[config.mk]
export PLATFORM = sky130hd
export DESIGN_NAME = mds_top
export DESIGN_NICKNAME = d
export VERILOG_FILES = /design/src/rtl/mds_pkg.sv /design/src/rtl/mds_ramp.sv /design/src/rtl/mds_top.sv
export SDC_FILE = /design/constraint.sdc
export NUM_CORES = 2
export LEC_CHECK = 0
export BUFFER_PORTS_ARGS = -buffer_cell sky130_fd_sc_hd__buf_2
export CORE_MARGIN = 5
export CORE_UTILIZATION = 60
export CTS_CLUSTER_SIZE = 25
export DETAILED_ROUTE_END_ITERATION = 10
export PLACE_DENSITY = 0.73
export SYNTH_ARGS = -nofsm -noshare
export SYNTH_HDL_FRONTEND = slang
export SYNTH_SLANG_ARGS = --single-unit
[constraint.sdc]
create_clock -name CLK -period 22.4 [get_ports CLK]
set_input_delay 0 -clock CLK [delete_from_list [all_inputs] [get_ports CLK]]
set_output_delay 0 -clock CLK [all_outputs]
set_load 0.02 [all_outputs]
[src/rtl/mds_pkg.sv]
// Constants, register map and types for the motor start sequencer
package mds_pkg;
   localparam int CLK_PERIOD_NS = 5;
   localparam int TICK_PERIOD_NS = 1000000;
   localparam int TICK_CYCLES = TICK_PERIOD_NS / CLK_PERIOD_NS;
   localparam int MS_PER_TENTH_S = 100;
   localparam int MS_PER_HUNDREDTH_S = 10;

   localparam logic [7:0] ADR_CTRL = 8'h00;
   localparam logic [7:0] ADR_START_FREQ = 8'h04;
   localparam logic [7:0] ADR_HOLD_TIME = 8'h08;
   localparam logic [7:0] ADR_BRAKE_CUR = 8'h0c;
   localparam logic [7:0] ADR_BRAKE_TIME = 8'h10;
   localparam logic [7:0] ADR_ACC_START = 8'h14;
   localparam logic [7:0] ADR_ACC_END = 8'h18;
   localparam logic [7:0] ADR_DEC_START = 8'h1c;
   localparam logic [7:0] ADR_DEC_END = 8'h20;
   localparam logic [7:0] ADR_TARGET = 8'h24;
   localparam logic [7:0] ADR_RATE = 8'h28;
   localparam logic [7:0] ADR_STATUS = 8'h2c;
   localparam logic [7:0] ADR_OUT_FREQ = 8'h30;

   localparam int CTRL_MODE_LSB = 0;
   localparam int CTRL_SHAPE_BIT = 2;
   localparam int CTRL_RUN_BIT = 3;

   localparam logic [1:0] MODE_DIRECT = 2'h0;
   localparam logic [1:0] MODE_BRAKE = 2'h1;
   localparam logic [1:0] MODE_TRACK = 2'h2;

   localparam logic [15:0] START_FREQ_RST = 16'h0032;
   localparam logic [15:0] START_FREQ_MAX = 16'h1388;
   localparam logic [15:0] HOLD_TIME_RST = 16'h0000;
   localparam logic [15:0] HOLD_TIME_MAX = 16'h01f4;
   localparam logic [15:0] BRAKE_CUR_RST = 16'h0000;
   localparam logic [15:0] BRAKE_CUR_MAX = 16'h03e8;
   localparam logic [15:0] BRAKE_TIME_RST = 16'h0000;
   localparam logic [15:0] BRAKE_TIME_MAX = 16'h1388;
   localparam logic [15:0] SEG_TIME_RST = 16'h0001;
   localparam logic [15:0] SEG_TIME_MAX = 16'h01f4;
   localparam logic [15:0] TARGET_RST = 16'h0000;
   localparam logic [15:0] RATE_RST = 16'h0001;

   typedef enum logic [2:0] {
      ST_IDLE,
      ST_STANDBY,
      ST_BRAKE,
      ST_HOLD,
      ST_RUN
   } mds_state_type;

   typedef struct packed {
      logic [15:0] acc_start;
      logic [15:0] acc_end;
      logic [15:0] dec_start;
      logic [15:0] dec_end;
   } mds_seg_type;
endpackage

[src/rtl/mds_ramp.sv]
// Frequency ramp generator with linear and S-curve shapes
`timescale 1ns/10ps
`default_nettype none
module mds_ramp
   import mds_pkg::*;
(
   input wire logic clk,
   input wire logic rstn,
   input wire logic tick,
   input wire logic enable,
   input wire logic load,
   input wire logic [15:0] load_val,
   input wire logic [15:0] target,
   input wire logic [15:0] rate,
   input wire logic s_mode,
   input wire mds_seg_type seg,
   output logic [15:0] freq
);
   logic [15:0] freq_q;
   logic [15:0] freq_d;
   logic [15:0] step_q;
   logic [15:0] step_d;
   logic [23:0] acc_q;
   logic [23:0] acc_d;

   wire up = target > freq_q;
   wire [15:0] diff = up ? target - freq_q : freq_q - target;
   wire [15:0] seg_s = up ? seg.acc_start : seg.dec_start;
   wire [15:0] seg_e = up ? seg.acc_end : seg.dec_end;
   wire [23:0] seg_s_ms = 24'(seg_s * 16'(MS_PER_TENTH_S));
   wire [23:0] seg_e_ms = 24'(seg_e * 16'(MS_PER_TENTH_S));
   wire [39:0] stop_dist = step_q * seg_e_ms;
   wire need_end = {23'h0, diff, 1'b0} <= stop_dist;
   wire [15:0] s_step = (step_q == 16'h0) ? 16'h1 : step_q;
   wire [15:0] raw_step = s_mode ? s_step : rate;
   wire [15:0] delta = (raw_step > diff) ? diff : raw_step;
   wire [23:0] acc_sum = acc_q + {8'h0, rate};
   wire [23:0] seg_use = need_end ? seg_e_ms : seg_s_ms;
   wire acc_wrap = acc_sum >= seg_use;

   assign freq = freq_q;

   always_comb
   begin
      freq_d = freq_q;
      step_d = step_q;
      acc_d = acc_q;
      if (load)
      begin
         freq_d = load_val;
         step_d = 16'h0;
         acc_d = 24'h0;
      end
      else if (enable && tick)
      begin
         if (diff == 16'h0)
         begin
            step_d = 16'h0;
            acc_d = 24'h0;
         end
         else
         begin
            freq_d = up ? freq_q + delta : freq_q - delta;
            // S curve: slope grows over start segment, shrinks over end
            if (s_mode && seg_use == 24'h0)
               step_d = need_end ? 16'h1 : rate;
            else if (s_mode && acc_wrap)
            begin
               acc_d = acc_sum - seg_use;
               if (need_end && step_q > 16'h1)
                  step_d = step_q - 16'h1;
               else if (!need_end && step_q < rate)
                  step_d = step_q + 16'h1;
            end
            else if (s_mode)
               acc_d = acc_sum;
         end
      end
   end

   always_ff @(posedge clk or negedge rstn)
   begin
      if (!rstn)
      begin
         freq_q <= 16'h0;
         step_q <= 16'h0;
         acc_q <= 24'h0;
      end
      else
      begin
         freq_q <= freq_d;
         step_q <= step_d;
         acc_q <= acc_d;
      end
   end
endmodule
`default_nettype wire

[src/rtl/mds_top.sv]
// Motor drive start sequencer with Wishbone register access
//
// Local design decisions: the register addresses and the Wishbone slave port.
`timescale 1ns/10ps
`default_nettype none
module mds_top
   import mds_pkg::*;
#(
   parameter int TICK_CYC = TICK_CYCLES
)
(
   input wire logic CLK,
   input wire logic RSTN,
   input wire logic WB_CYC_I,
   input wire logic WB_STB_I,
   input wire logic WB_WE_I,
   input wire logic [7:0] WB_ADR_I,
   input wire logic [3:0] WB_SEL_I,
   input wire logic [31:0] WB_DAT_I,
   output logic [31:0] WB_DAT_O,
   output logic WB_ACK_O,
   input wire logic [15:0] ROTOR_FREQ_EST,
   output logic [15:0] FREQ_REF,
   output logic BRAKE_EN,
   output logic [15:0] BRAKE_CURRENT,
   output logic RUNNING,
   output logic STANDBY
);
   function automatic logic [15:0] wr16(input logic [15:0] old,
                                        input logic [31:0] dat,
                                        input logic [3:0] sel,
                                        input logic [15:0] max);
      logic [15:0] v;
      v = old;
      if (sel[0])
         v[7:0] = dat[7:0];
      if (sel[1])
         v[15:8] = dat[15:8];
      wr16 = (v > max) ? max : v;
   endfunction

   logic ack_q;
   logic [31:0] dat_q;
   logic [1:0] mode_q;
   logic shape_q;
   logic run_q;
   logic [15:0] start_freq_q;
   logic [15:0] hold_q;
   logic [15:0] brake_cur_q;
   logic [15:0] brake_time_q;
   mds_seg_type seg_q;
   logic [15:0] target_q;
   logic [15:0] rate_q;
   logic [31:0] pre_q;
   logic tick_q;
   logic [23:0] tmr_q;
   logic [23:0] tmr_d;
   mds_state_type st_q;
   mds_state_type st_d;
   logic ramp_load;
   logic [15:0] ramp_val;
   logic [15:0] ramp_freq;
   logic [15:0] brake_out_q;
   logic brake_en_q;
   logic [15:0] freq_out_q;

   // Bus decode
   wire req = WB_CYC_I && WB_STB_I && !ack_q;
   wire wr = req && WB_WE_I;
   wire [3:0] sel = WB_SEL_I;
   wire [23:0] hold_ms_w = 24'(hold_q * 16'(MS_PER_TENTH_S));
   wire [23:0] brake_ms = 24'(brake_time_q * 16'(MS_PER_HUNDREDTH_S));
   wire below_start = target_q < start_freq_q;
   wire [31:0] rd_ctrl = {28'h0, run_q, shape_q, mode_q};
   wire [31:0] rd_status = {25'h0, STANDBY, RUNNING, BRAKE_EN, 1'b0,
                            3'(st_q)};
   wire [31:0] rd_mux =
      (WB_ADR_I == ADR_CTRL) ? rd_ctrl :
      (WB_ADR_I == ADR_START_FREQ) ? {16'h0, start_freq_q} :
      (WB_ADR_I == ADR_HOLD_TIME) ? {16'h0, hold_q} :
      (WB_ADR_I == ADR_BRAKE_CUR) ? {16'h0, brake_cur_q} :
      (WB_ADR_I == ADR_BRAKE_TIME) ? {16'h0, brake_time_q} :
      (WB_ADR_I == ADR_ACC_START) ? {16'h0, seg_q.acc_start} :
      (WB_ADR_I == ADR_ACC_END) ? {16'h0, seg_q.acc_end} :
      (WB_ADR_I == ADR_DEC_START) ? {16'h0, seg_q.dec_start} :
      (WB_ADR_I == ADR_DEC_END) ? {16'h0, seg_q.dec_end} :
      (WB_ADR_I == ADR_TARGET) ? {16'h0, target_q} :
      (WB_ADR_I == ADR_RATE) ? {16'h0, rate_q} :
      (WB_ADR_I == ADR_STATUS) ? rd_status :
      (WB_ADR_I == ADR_OUT_FREQ) ? {16'h0, freq_out_q} : 32'h0;

   assign WB_ACK_O = ack_q;
   assign WB_DAT_O = dat_q;
   assign FREQ_REF = freq_out_q;
   assign BRAKE_EN = brake_en_q;
   assign BRAKE_CURRENT = brake_out_q;
   assign RUNNING = (st_q == ST_HOLD) || (st_q == ST_RUN);
   assign STANDBY = (st_q == ST_STANDBY);

   always_ff @(posedge CLK or negedge RSTN)
   begin
      if (!RSTN)
      begin
         ack_q <= 1'b0;
         dat_q <= 32'h0;
      end
      else
      begin
         ack_q <= req;
         dat_q <= (req && !WB_WE_I) ? rd_mux : 32'h0;
      end
   end

   // Register writes, ranges clamped on write
   always_ff @(posedge CLK or negedge RSTN)
   begin
      if (!RSTN)
      begin
         mode_q <= MODE_DIRECT;
         shape_q <= 1'b0;
         run_q <= 1'b0;
         start_freq_q <= START_FREQ_RST;
         hold_q <= HOLD_TIME_RST;
         brake_cur_q <= BRAKE_CUR_RST;
         brake_time_q <= BRAKE_TIME_RST;
         seg_q <= {4{SEG_TIME_RST}};
         target_q <= TARGET_RST;
         rate_q <= RATE_RST;
      end
      else if (wr)
      begin
         if (WB_ADR_I == ADR_CTRL && sel[0])
         begin
            mode_q <= (WB_DAT_I[1:0] == 2'h3) ? MODE_TRACK : WB_DAT_I[1:0];
            shape_q <= WB_DAT_I[CTRL_SHAPE_BIT];
            run_q <= WB_DAT_I[CTRL_RUN_BIT];
         end
         if (WB_ADR_I == ADR_START_FREQ)
            start_freq_q <= wr16(start_freq_q, WB_DAT_I, sel, START_FREQ_MAX);
         if (WB_ADR_I == ADR_HOLD_TIME)
            hold_q <= wr16(hold_q, WB_DAT_I, sel, HOLD_TIME_MAX);
         if (WB_ADR_I == ADR_BRAKE_CUR)
            brake_cur_q <= wr16(brake_cur_q, WB_DAT_I, sel, BRAKE_CUR_MAX);
         if (WB_ADR_I == ADR_BRAKE_TIME)
            brake_time_q <= wr16(brake_time_q, WB_DAT_I, sel, BRAKE_TIME_MAX);
         if (WB_ADR_I == ADR_ACC_START)
            seg_q.acc_start <= wr16(seg_q.acc_start, WB_DAT_I, sel,
                                    SEG_TIME_MAX);
         if (WB_ADR_I == ADR_ACC_END)
            seg_q.acc_end <= wr16(seg_q.acc_end, WB_DAT_I, sel, SEG_TIME_MAX);
         if (WB_ADR_I == ADR_DEC_START)
            seg_q.dec_start <= wr16(seg_q.dec_start, WB_DAT_I, sel,
                                    SEG_TIME_MAX);
         if (WB_ADR_I == ADR_DEC_END)
            seg_q.dec_end <= wr16(seg_q.dec_end, WB_DAT_I, sel, SEG_TIME_MAX);
         if (WB_ADR_I == ADR_TARGET)
            target_q <= wr16(target_q, WB_DAT_I, sel, 16'hffff);
         if (WB_ADR_I == ADR_RATE)
            rate_q <= wr16(rate_q, WB_DAT_I, sel, 16'hffff);
      end
   end

   // Millisecond time base
   always_ff @(posedge CLK or negedge RSTN)
   begin
      if (!RSTN)
      begin
         pre_q <= 32'h0;
         tick_q <= 1'b0;
      end
      else
      begin
         tick_q <= (pre_q == 32'(TICK_CYC - 1));
         pre_q <= (pre_q == 32'(TICK_CYC - 1)) ? 32'h0 : pre_q + 32'h1;
      end
   end

   // Start sequence
   always_comb
   begin
      st_d = st_q;
      tmr_d = (tick_q && tmr_q != 24'h0) ? tmr_q - 24'h1 : tmr_q;
      ramp_load = 1'b0;
      ramp_val = 16'h0;
      case (st_q)
         ST_IDLE, ST_STANDBY:
         begin
            ramp_load = 1'b1;
            if (!run_q)
               st_d = ST_IDLE;
            else if (below_start)
               st_d = ST_STANDBY;
            else if (mode_q == MODE_TRACK)
            begin
               ramp_val = ROTOR_FREQ_EST;
               st_d = ST_RUN;
            end
            else if (mode_q == MODE_BRAKE && brake_ms != 24'h0)
            begin
               tmr_d = brake_ms;
               st_d = ST_BRAKE;
            end
            else
            begin
               ramp_val = start_freq_q;
               tmr_d = hold_ms_w;
               st_d = ST_HOLD;
            end
         end
         ST_BRAKE:
         begin
            ramp_load = 1'b1;
            ramp_val = start_freq_q;
            if (!run_q)
               st_d = ST_IDLE;
            else if (tmr_q == 24'h0)
            begin
               tmr_d = hold_ms_w;
               st_d = ST_HOLD;
            end
         end
         ST_HOLD:
         begin
            ramp_load = 1'b1;
            ramp_val = start_freq_q;
            if (!run_q)
               st_d = ST_IDLE;
            else if (tmr_q == 24'h0)
               st_d = ST_RUN;
         end
         ST_RUN:
         begin
            if (!run_q)
               st_d = ST_IDLE;
         end
         default:
            st_d = ST_IDLE;
      endcase
   end

   always_ff @(posedge CLK or negedge RSTN)
   begin
      if (!RSTN)
      begin
         st_q <= ST_IDLE;
         tmr_q <= 24'h0;
         brake_en_q <= 1'b0;
         brake_out_q <= 16'h0;
         freq_out_q <= 16'h0;
      end
      else
      begin
         st_q <= st_d;
         tmr_q <= tmr_d;
         brake_en_q <= (st_d == ST_BRAKE);
         brake_out_q <= (st_d == ST_BRAKE) ? brake_cur_q : 16'h0;
         freq_out_q <= (st_q == ST_BRAKE || !RUNNING) ? 16'h0 : ramp_freq;
      end
   end

   mds_ramp u_ramp (
      .clk(CLK),
      .rstn(RSTN),
      .tick(tick_q),
      .enable(st_q == ST_RUN),
      .load(ramp_load),
      .load_val(ramp_val),
      .target(target_q),
      .rate(rate_q),
      .s_mode(shape_q),
      .seg(seg_q),
      .freq(ramp_freq)
   );
endmodule
`default_nettype wire

Word level (Yosys, flattened, before mapping) --
Index checks and enable logic that the tools add are counted. Widths: inputs -> output; s select.
Storage, ports and cells: flip-flop bits (word level) 330, bits in latches 0, bits in writable memories 0, ROM bits 0, bits of input ports 65, logic and storage cells 264, memories kept 0
Operators by class: add/sub/neg operators 10, multipliers 5, divide/modulo/power cells 0, $lt $le $gt $ge 17, equal/unequal tests 23, shifts and indexed selects 0, multiplexer cells 137, bitwise gates (word level) 0, reductions and logical operators 47
Operators with widths (number):
- $mux 16 | 48
- $mux 8 | 60
- $mux 24 | 12
- $gt 16x9->1 const B | 5
- $mul 16x5->21 const B | 3
- $logic_not 24->1 | 2
- $pmux 24 s2 | 1
- $reduce_bool 24->1 | 2
- $sub 16x16->16 | 3
- $mux 23 | 2
- $eq 8x6->1 const B | 5
- $le 17x40->1 | 1
- $mul 16x21->37 | 1
- $add 32x1->32 const B | 1
- $eq 32x18->1 const B | 1
- $eq 8x5->1 const B | 4
- $gt 16x13->1 const B | 2
- $gt 16x16->1 | 2
- $gt 16x16->1 const B | 2
- $logic_not 16->1 | 2
- $lt 16x16->1 | 2
- $mux 32 | 1
- $pmux 16 s2 | 1
- $add 24x16->24 | 1
- 34 further kinds | 75

Depth between registers and ports, before layout --
depth in word-level cells 15, gate-level depth with buffers 73, mapped depth without buffers 65

Modules after synthesis --
From an unflattened synthesis, not the netlist that was laid out.
Second synthesis, totals: cell total of the unflattened synthesis 4670, area, all modules 40453.8 µm²
Modules (own cells, without submodules):
- mds_ramp | times used 1, cells an instance 3042, area each 24579.8 µm², seq. area each 1401.3 µm²
- mds_top | times used 1, cells an instance 1628, area each 15874.0 µm², seq. area each 6866.6 µm²

Worst setup path before layout --
OpenSTA, ideal clock, no wires.
kind register -> register, from register (tool-made name), to register u_ramp.step_q[4], setup time 0.078 ns, data arrival time 16.415 ns, required time 22.322 ns, path slack 5.907 ns, stages on the path, launching flop included 73, path buffers 9, period minus slack after synthesis 16.493 ns, cell sequence dfrtp_1 -> inv_1 -> ha_1 -> inv_1 -> fa_1 -> a21oi_4 -> a211oi_4 -> o311ai_4 -> a21o_4 -> buf_12 -> buf_2 -> clkbuf_1 -> buf_1 -> nand2_1 -> nand2_1 -> ha_1 -> ha_1 -> inv_1 -> [... 37 more ...] -> a21oi_1 -> ha_1 -> fa_1 -> nor2b_1 -> o31a_1 -> o211ai_1 -> a21oi_1 -> o211ai_1 -> a21boi_0 -> o41ai_1 -> clkbuf_1 -> nor3_1 -> mux2i_1 -> or2_2 -> nor3_1 -> buf_2 -> a21oi_1 -> o2bb2ai_1
RTL lines:
- end signal: assignment | line mds_ramp.sv:92 | step_q <= step_d;
- end: declaration | line mds_ramp.sv:21 | logic [15:0] step_q;

==> metrics.csv <==
metric,value,unit
clock skew,0.0349,ns
WHS,0.0444,ns
Setup TNS,0,ns
largest net degree at the start of global routing,117,
Peak VDD IR,59.6,uV
yosys warns,0,
Max-Cap Viols,0,
Detailed Route WL,128000,um
Initial DRT Pass Iterations,7,
Crit Path Max Fanout,49,
status,completed,
minimum clock period,18.81,ns
Max Root-Sink Buffers,3,
Die Area,0.0721,sq mm
Die H,269,um
design area,0.0431,sq mm
number of flops mapped to enable cells by yosys,0,
Post-DP HPWL,99600,um
"Max stage delay cell, worst path",nand4_1,
RSZ-0062 raised after global routing,false,
antenna violations before repair,8,
Post-Syn Area,0.0401,sq mm
Layout Cells excl Fill,5626,
Worst Path Required,22.89,ns
CTS Root Cell,clkbuf_16,
area of the core,0.0661,sq mm
# hold bufs at CTS,36,
Top Ports,133,
Starting DRT DRC Count,4138,
CTS Sinks,330,
vias in the first global route,35051,
CP Launch Type,register,
Die Width,269,um
Max Slew Vio Count,0,
Fillers,5674,
Area Growth Syn to Fin,7.30,%
Seq cells post-synth,330,
"CTS clk-pin slew, worst paths",0.07,ns
CP max stage delay,0.71,ns
Placed Cells,5521,
PostCTS Resize Cnt,0,
later-pin clock latency in the skew report,0.57,ns
Worst Setup End Kind,register,
Peak Freq,0.0532,GHz
period utilization,0.840,
layout cells sized above 1,0.0683,
Avg Vias per Cell,6.44,
placed inst area,0.0414,sq mm
remaining antenna violation count,0,
worst slew pin tran,1.38,ns
CTS tree,built,
total CTS buffers,38,
Rel. slew slack,0.0690,
Leakage Power,21.6,nW
H-tree Lvls,2,
Netlist cell types,105,
WL/cell,22.7,um
CP dominant cell by count,inv_1,
"commonest non-fill, non-tap cells in the layout","inv_1, nand2_1, ha_1, dfrtp_1, fa_1",
hold crit path type,primary input to register,
Setup CP Type,register to register,
Via Count,36231,
CP Data Arrival Time,19.30,ns
Setup Buffers After CTS,0,
Site Rows,94,
Fin. Hold Viols,0,
buffers added on ports,98,
final setup violation count,0,
first-pass GRT wire length,200000,um
gp weighted congestion,1.02,
Synth Area per Inst,8.58,sq um
initial cell density of the core,0.607,
"commonest non-fill, non-tap cell in the layout",inv_1,
Syn Inst Count,4676,
fin nets,5548,
register area share after synthesis,0.206,
GRT overflow,0,
# DRC,0,
"Top FF cell, synth",dfrtp_1,
GRT Util Overall,0.353,
power density over the cells,41.7,mW/mm^2
asr flop ratio synth,1.00,
## critical path: cells and delay by family (launching register included)
family	cells	cell delay (ns)
compound gates	21	6.16
xor+xnor	2	0.42
fa+ha+maj	15	6.22
buf+inv	13	1.48
flops	1	0.44
mux	2	0.41
simple gates	13	3.51
## state kept, by name, summed over array words and instances, names as in the netlist, 2 cells and up, named ones only
register       flops
BRAKE_CURRENT     16
pre_q             32
FREQ_REF          16
u_ramp.step_q     16
mode_q             2
st_q               3
brake_time_q      16
hold_q            16
u_ramp.freq       16
seg_q             64
u_ramp.acc_q      24
WB_DAT_O          16
brake_cur_q       16
tmr_q             24
start_freq_q      16
## power by group
part / internal (W) / leakage, nW / switching [W] / total, W
logic: 0.000201 / 16.5 / 0.000341 / 0.000542
registers: 0.000599 / 4.42 / 0.00000628 / 0.000605
clock network: 0.000372 / 0.611 / 0.000275 / 0.000647
## worst paths after layout
path / from / end / slack, ns / depth (start not counted)
max: register / u_ramp.step_q[11]$_DFFE_PN0P_ / 3.59 / 66
max in group asynchronous: RSTN / start_freq_q[6]$_DFFE_PN0P_ / 19.90 / 4
min in group asynchronous: RSTN / pre_q[19]$_DFF_PN0_ / 0.15 / 2
max reg2reg: register / u_ramp.step_q[11]$_DFFE_PN0P_ / 3.59 / 66
min: WB_CYC_I / WB_DAT_O[2]$_DFF_PN0_ / 0.04 / 4
min reg2reg: WB_ACK_O$_DFF_PN0_ / WB_ACK_O$_DFF_PN0_ / 0.47 / 1
## routing by layer
| metal | vias up | track usage | wire [um] |
|---|---|---|---|
| li1 | 16265 | - | - |
| met3 | 433 | 0.0899 | 14900 |
| met1 | 17546 | 0.495 | 52400 |
| met5 | - | 0 | 86 |
| met4 | 10 | 0.129 | 6080 |
| met2 | 1977 | 0.534 | 54400 |
## layout make-up
class | count | area, sq um | share of cell area
diodes | 2 | 5.00 | 0.000116
clock buffers | 49 | 1050 | 0.0245
clock inverters | 18 | 210 | 0.00488
inverters | 566 | 2120 | 0.0493
multi-input cells | 3598 | 29000 | 0.673
flip-flops and latches | 330 | 8270 | 0.192
well taps | 864 | 1080 | 0.0251
repair buffers | 199 | 1350 | 0.0313
## cell families (layout without fill, tap and decap cells)
logic type / count (synthesis) / count (layout) / synth area share
XOR/XNOR: 195 / 195 / 0.0426
AND/OR/NAND/NOR: 1497 / 1497 / 0.183
multiplexers: 108 / 108 / 0.0284
AO/OA/AOI/OAI: 1032 / 1032 / 0.175
flip-flops: 330 / 330 / 0.206
buffers and inverters: 763 / 832 / 0.0746
other: 1 / 18 / 0.0000935
adder cells (fa/ha/maj): 750 / 750 / 0.291
## stage by stage
stage	setup WS [ns]	power (W)	utilization
2_1_floorplan	5.91	0.000991	-
3_3_place_gp	4.13	0.00113	0.627
3_5_place_dp	4.05	0.00114	0.627
4_1_cts	3.95	0.00179	0.651
5_1_grt	2.56	0.00187	0.651
6_report	3.59	0.00179	0.651
## cell usage after synthesis, drive strengths merged, types with 42 or more instances
master / n / area, sq um
mux2i: 71 / 714
nor2: 273 / 1030
a31oi: 47 / 294
xnor2: 117 / 1020
dfrtp: 322 / 8060
nor3: 87 / 447
a21oi: 229 / 1180
and3: 42 / 263
a22oi: 63 / 473
and2: 221 / 1380
xor2: 78 / 683
fa: 303 / 6070
ha: 447 / 5590
nor4: 48 / 307
nand3: 94 / 470
inv: 563 / 2110
nand4: 46 / 288
nand2: 513 / 1930
a21o: 65 / 495
o21ai: 229 / 1150
buf: 49 / 312
clkbuf: 148 / 556
Note: power is estimated with default switching activity, not from simulation.
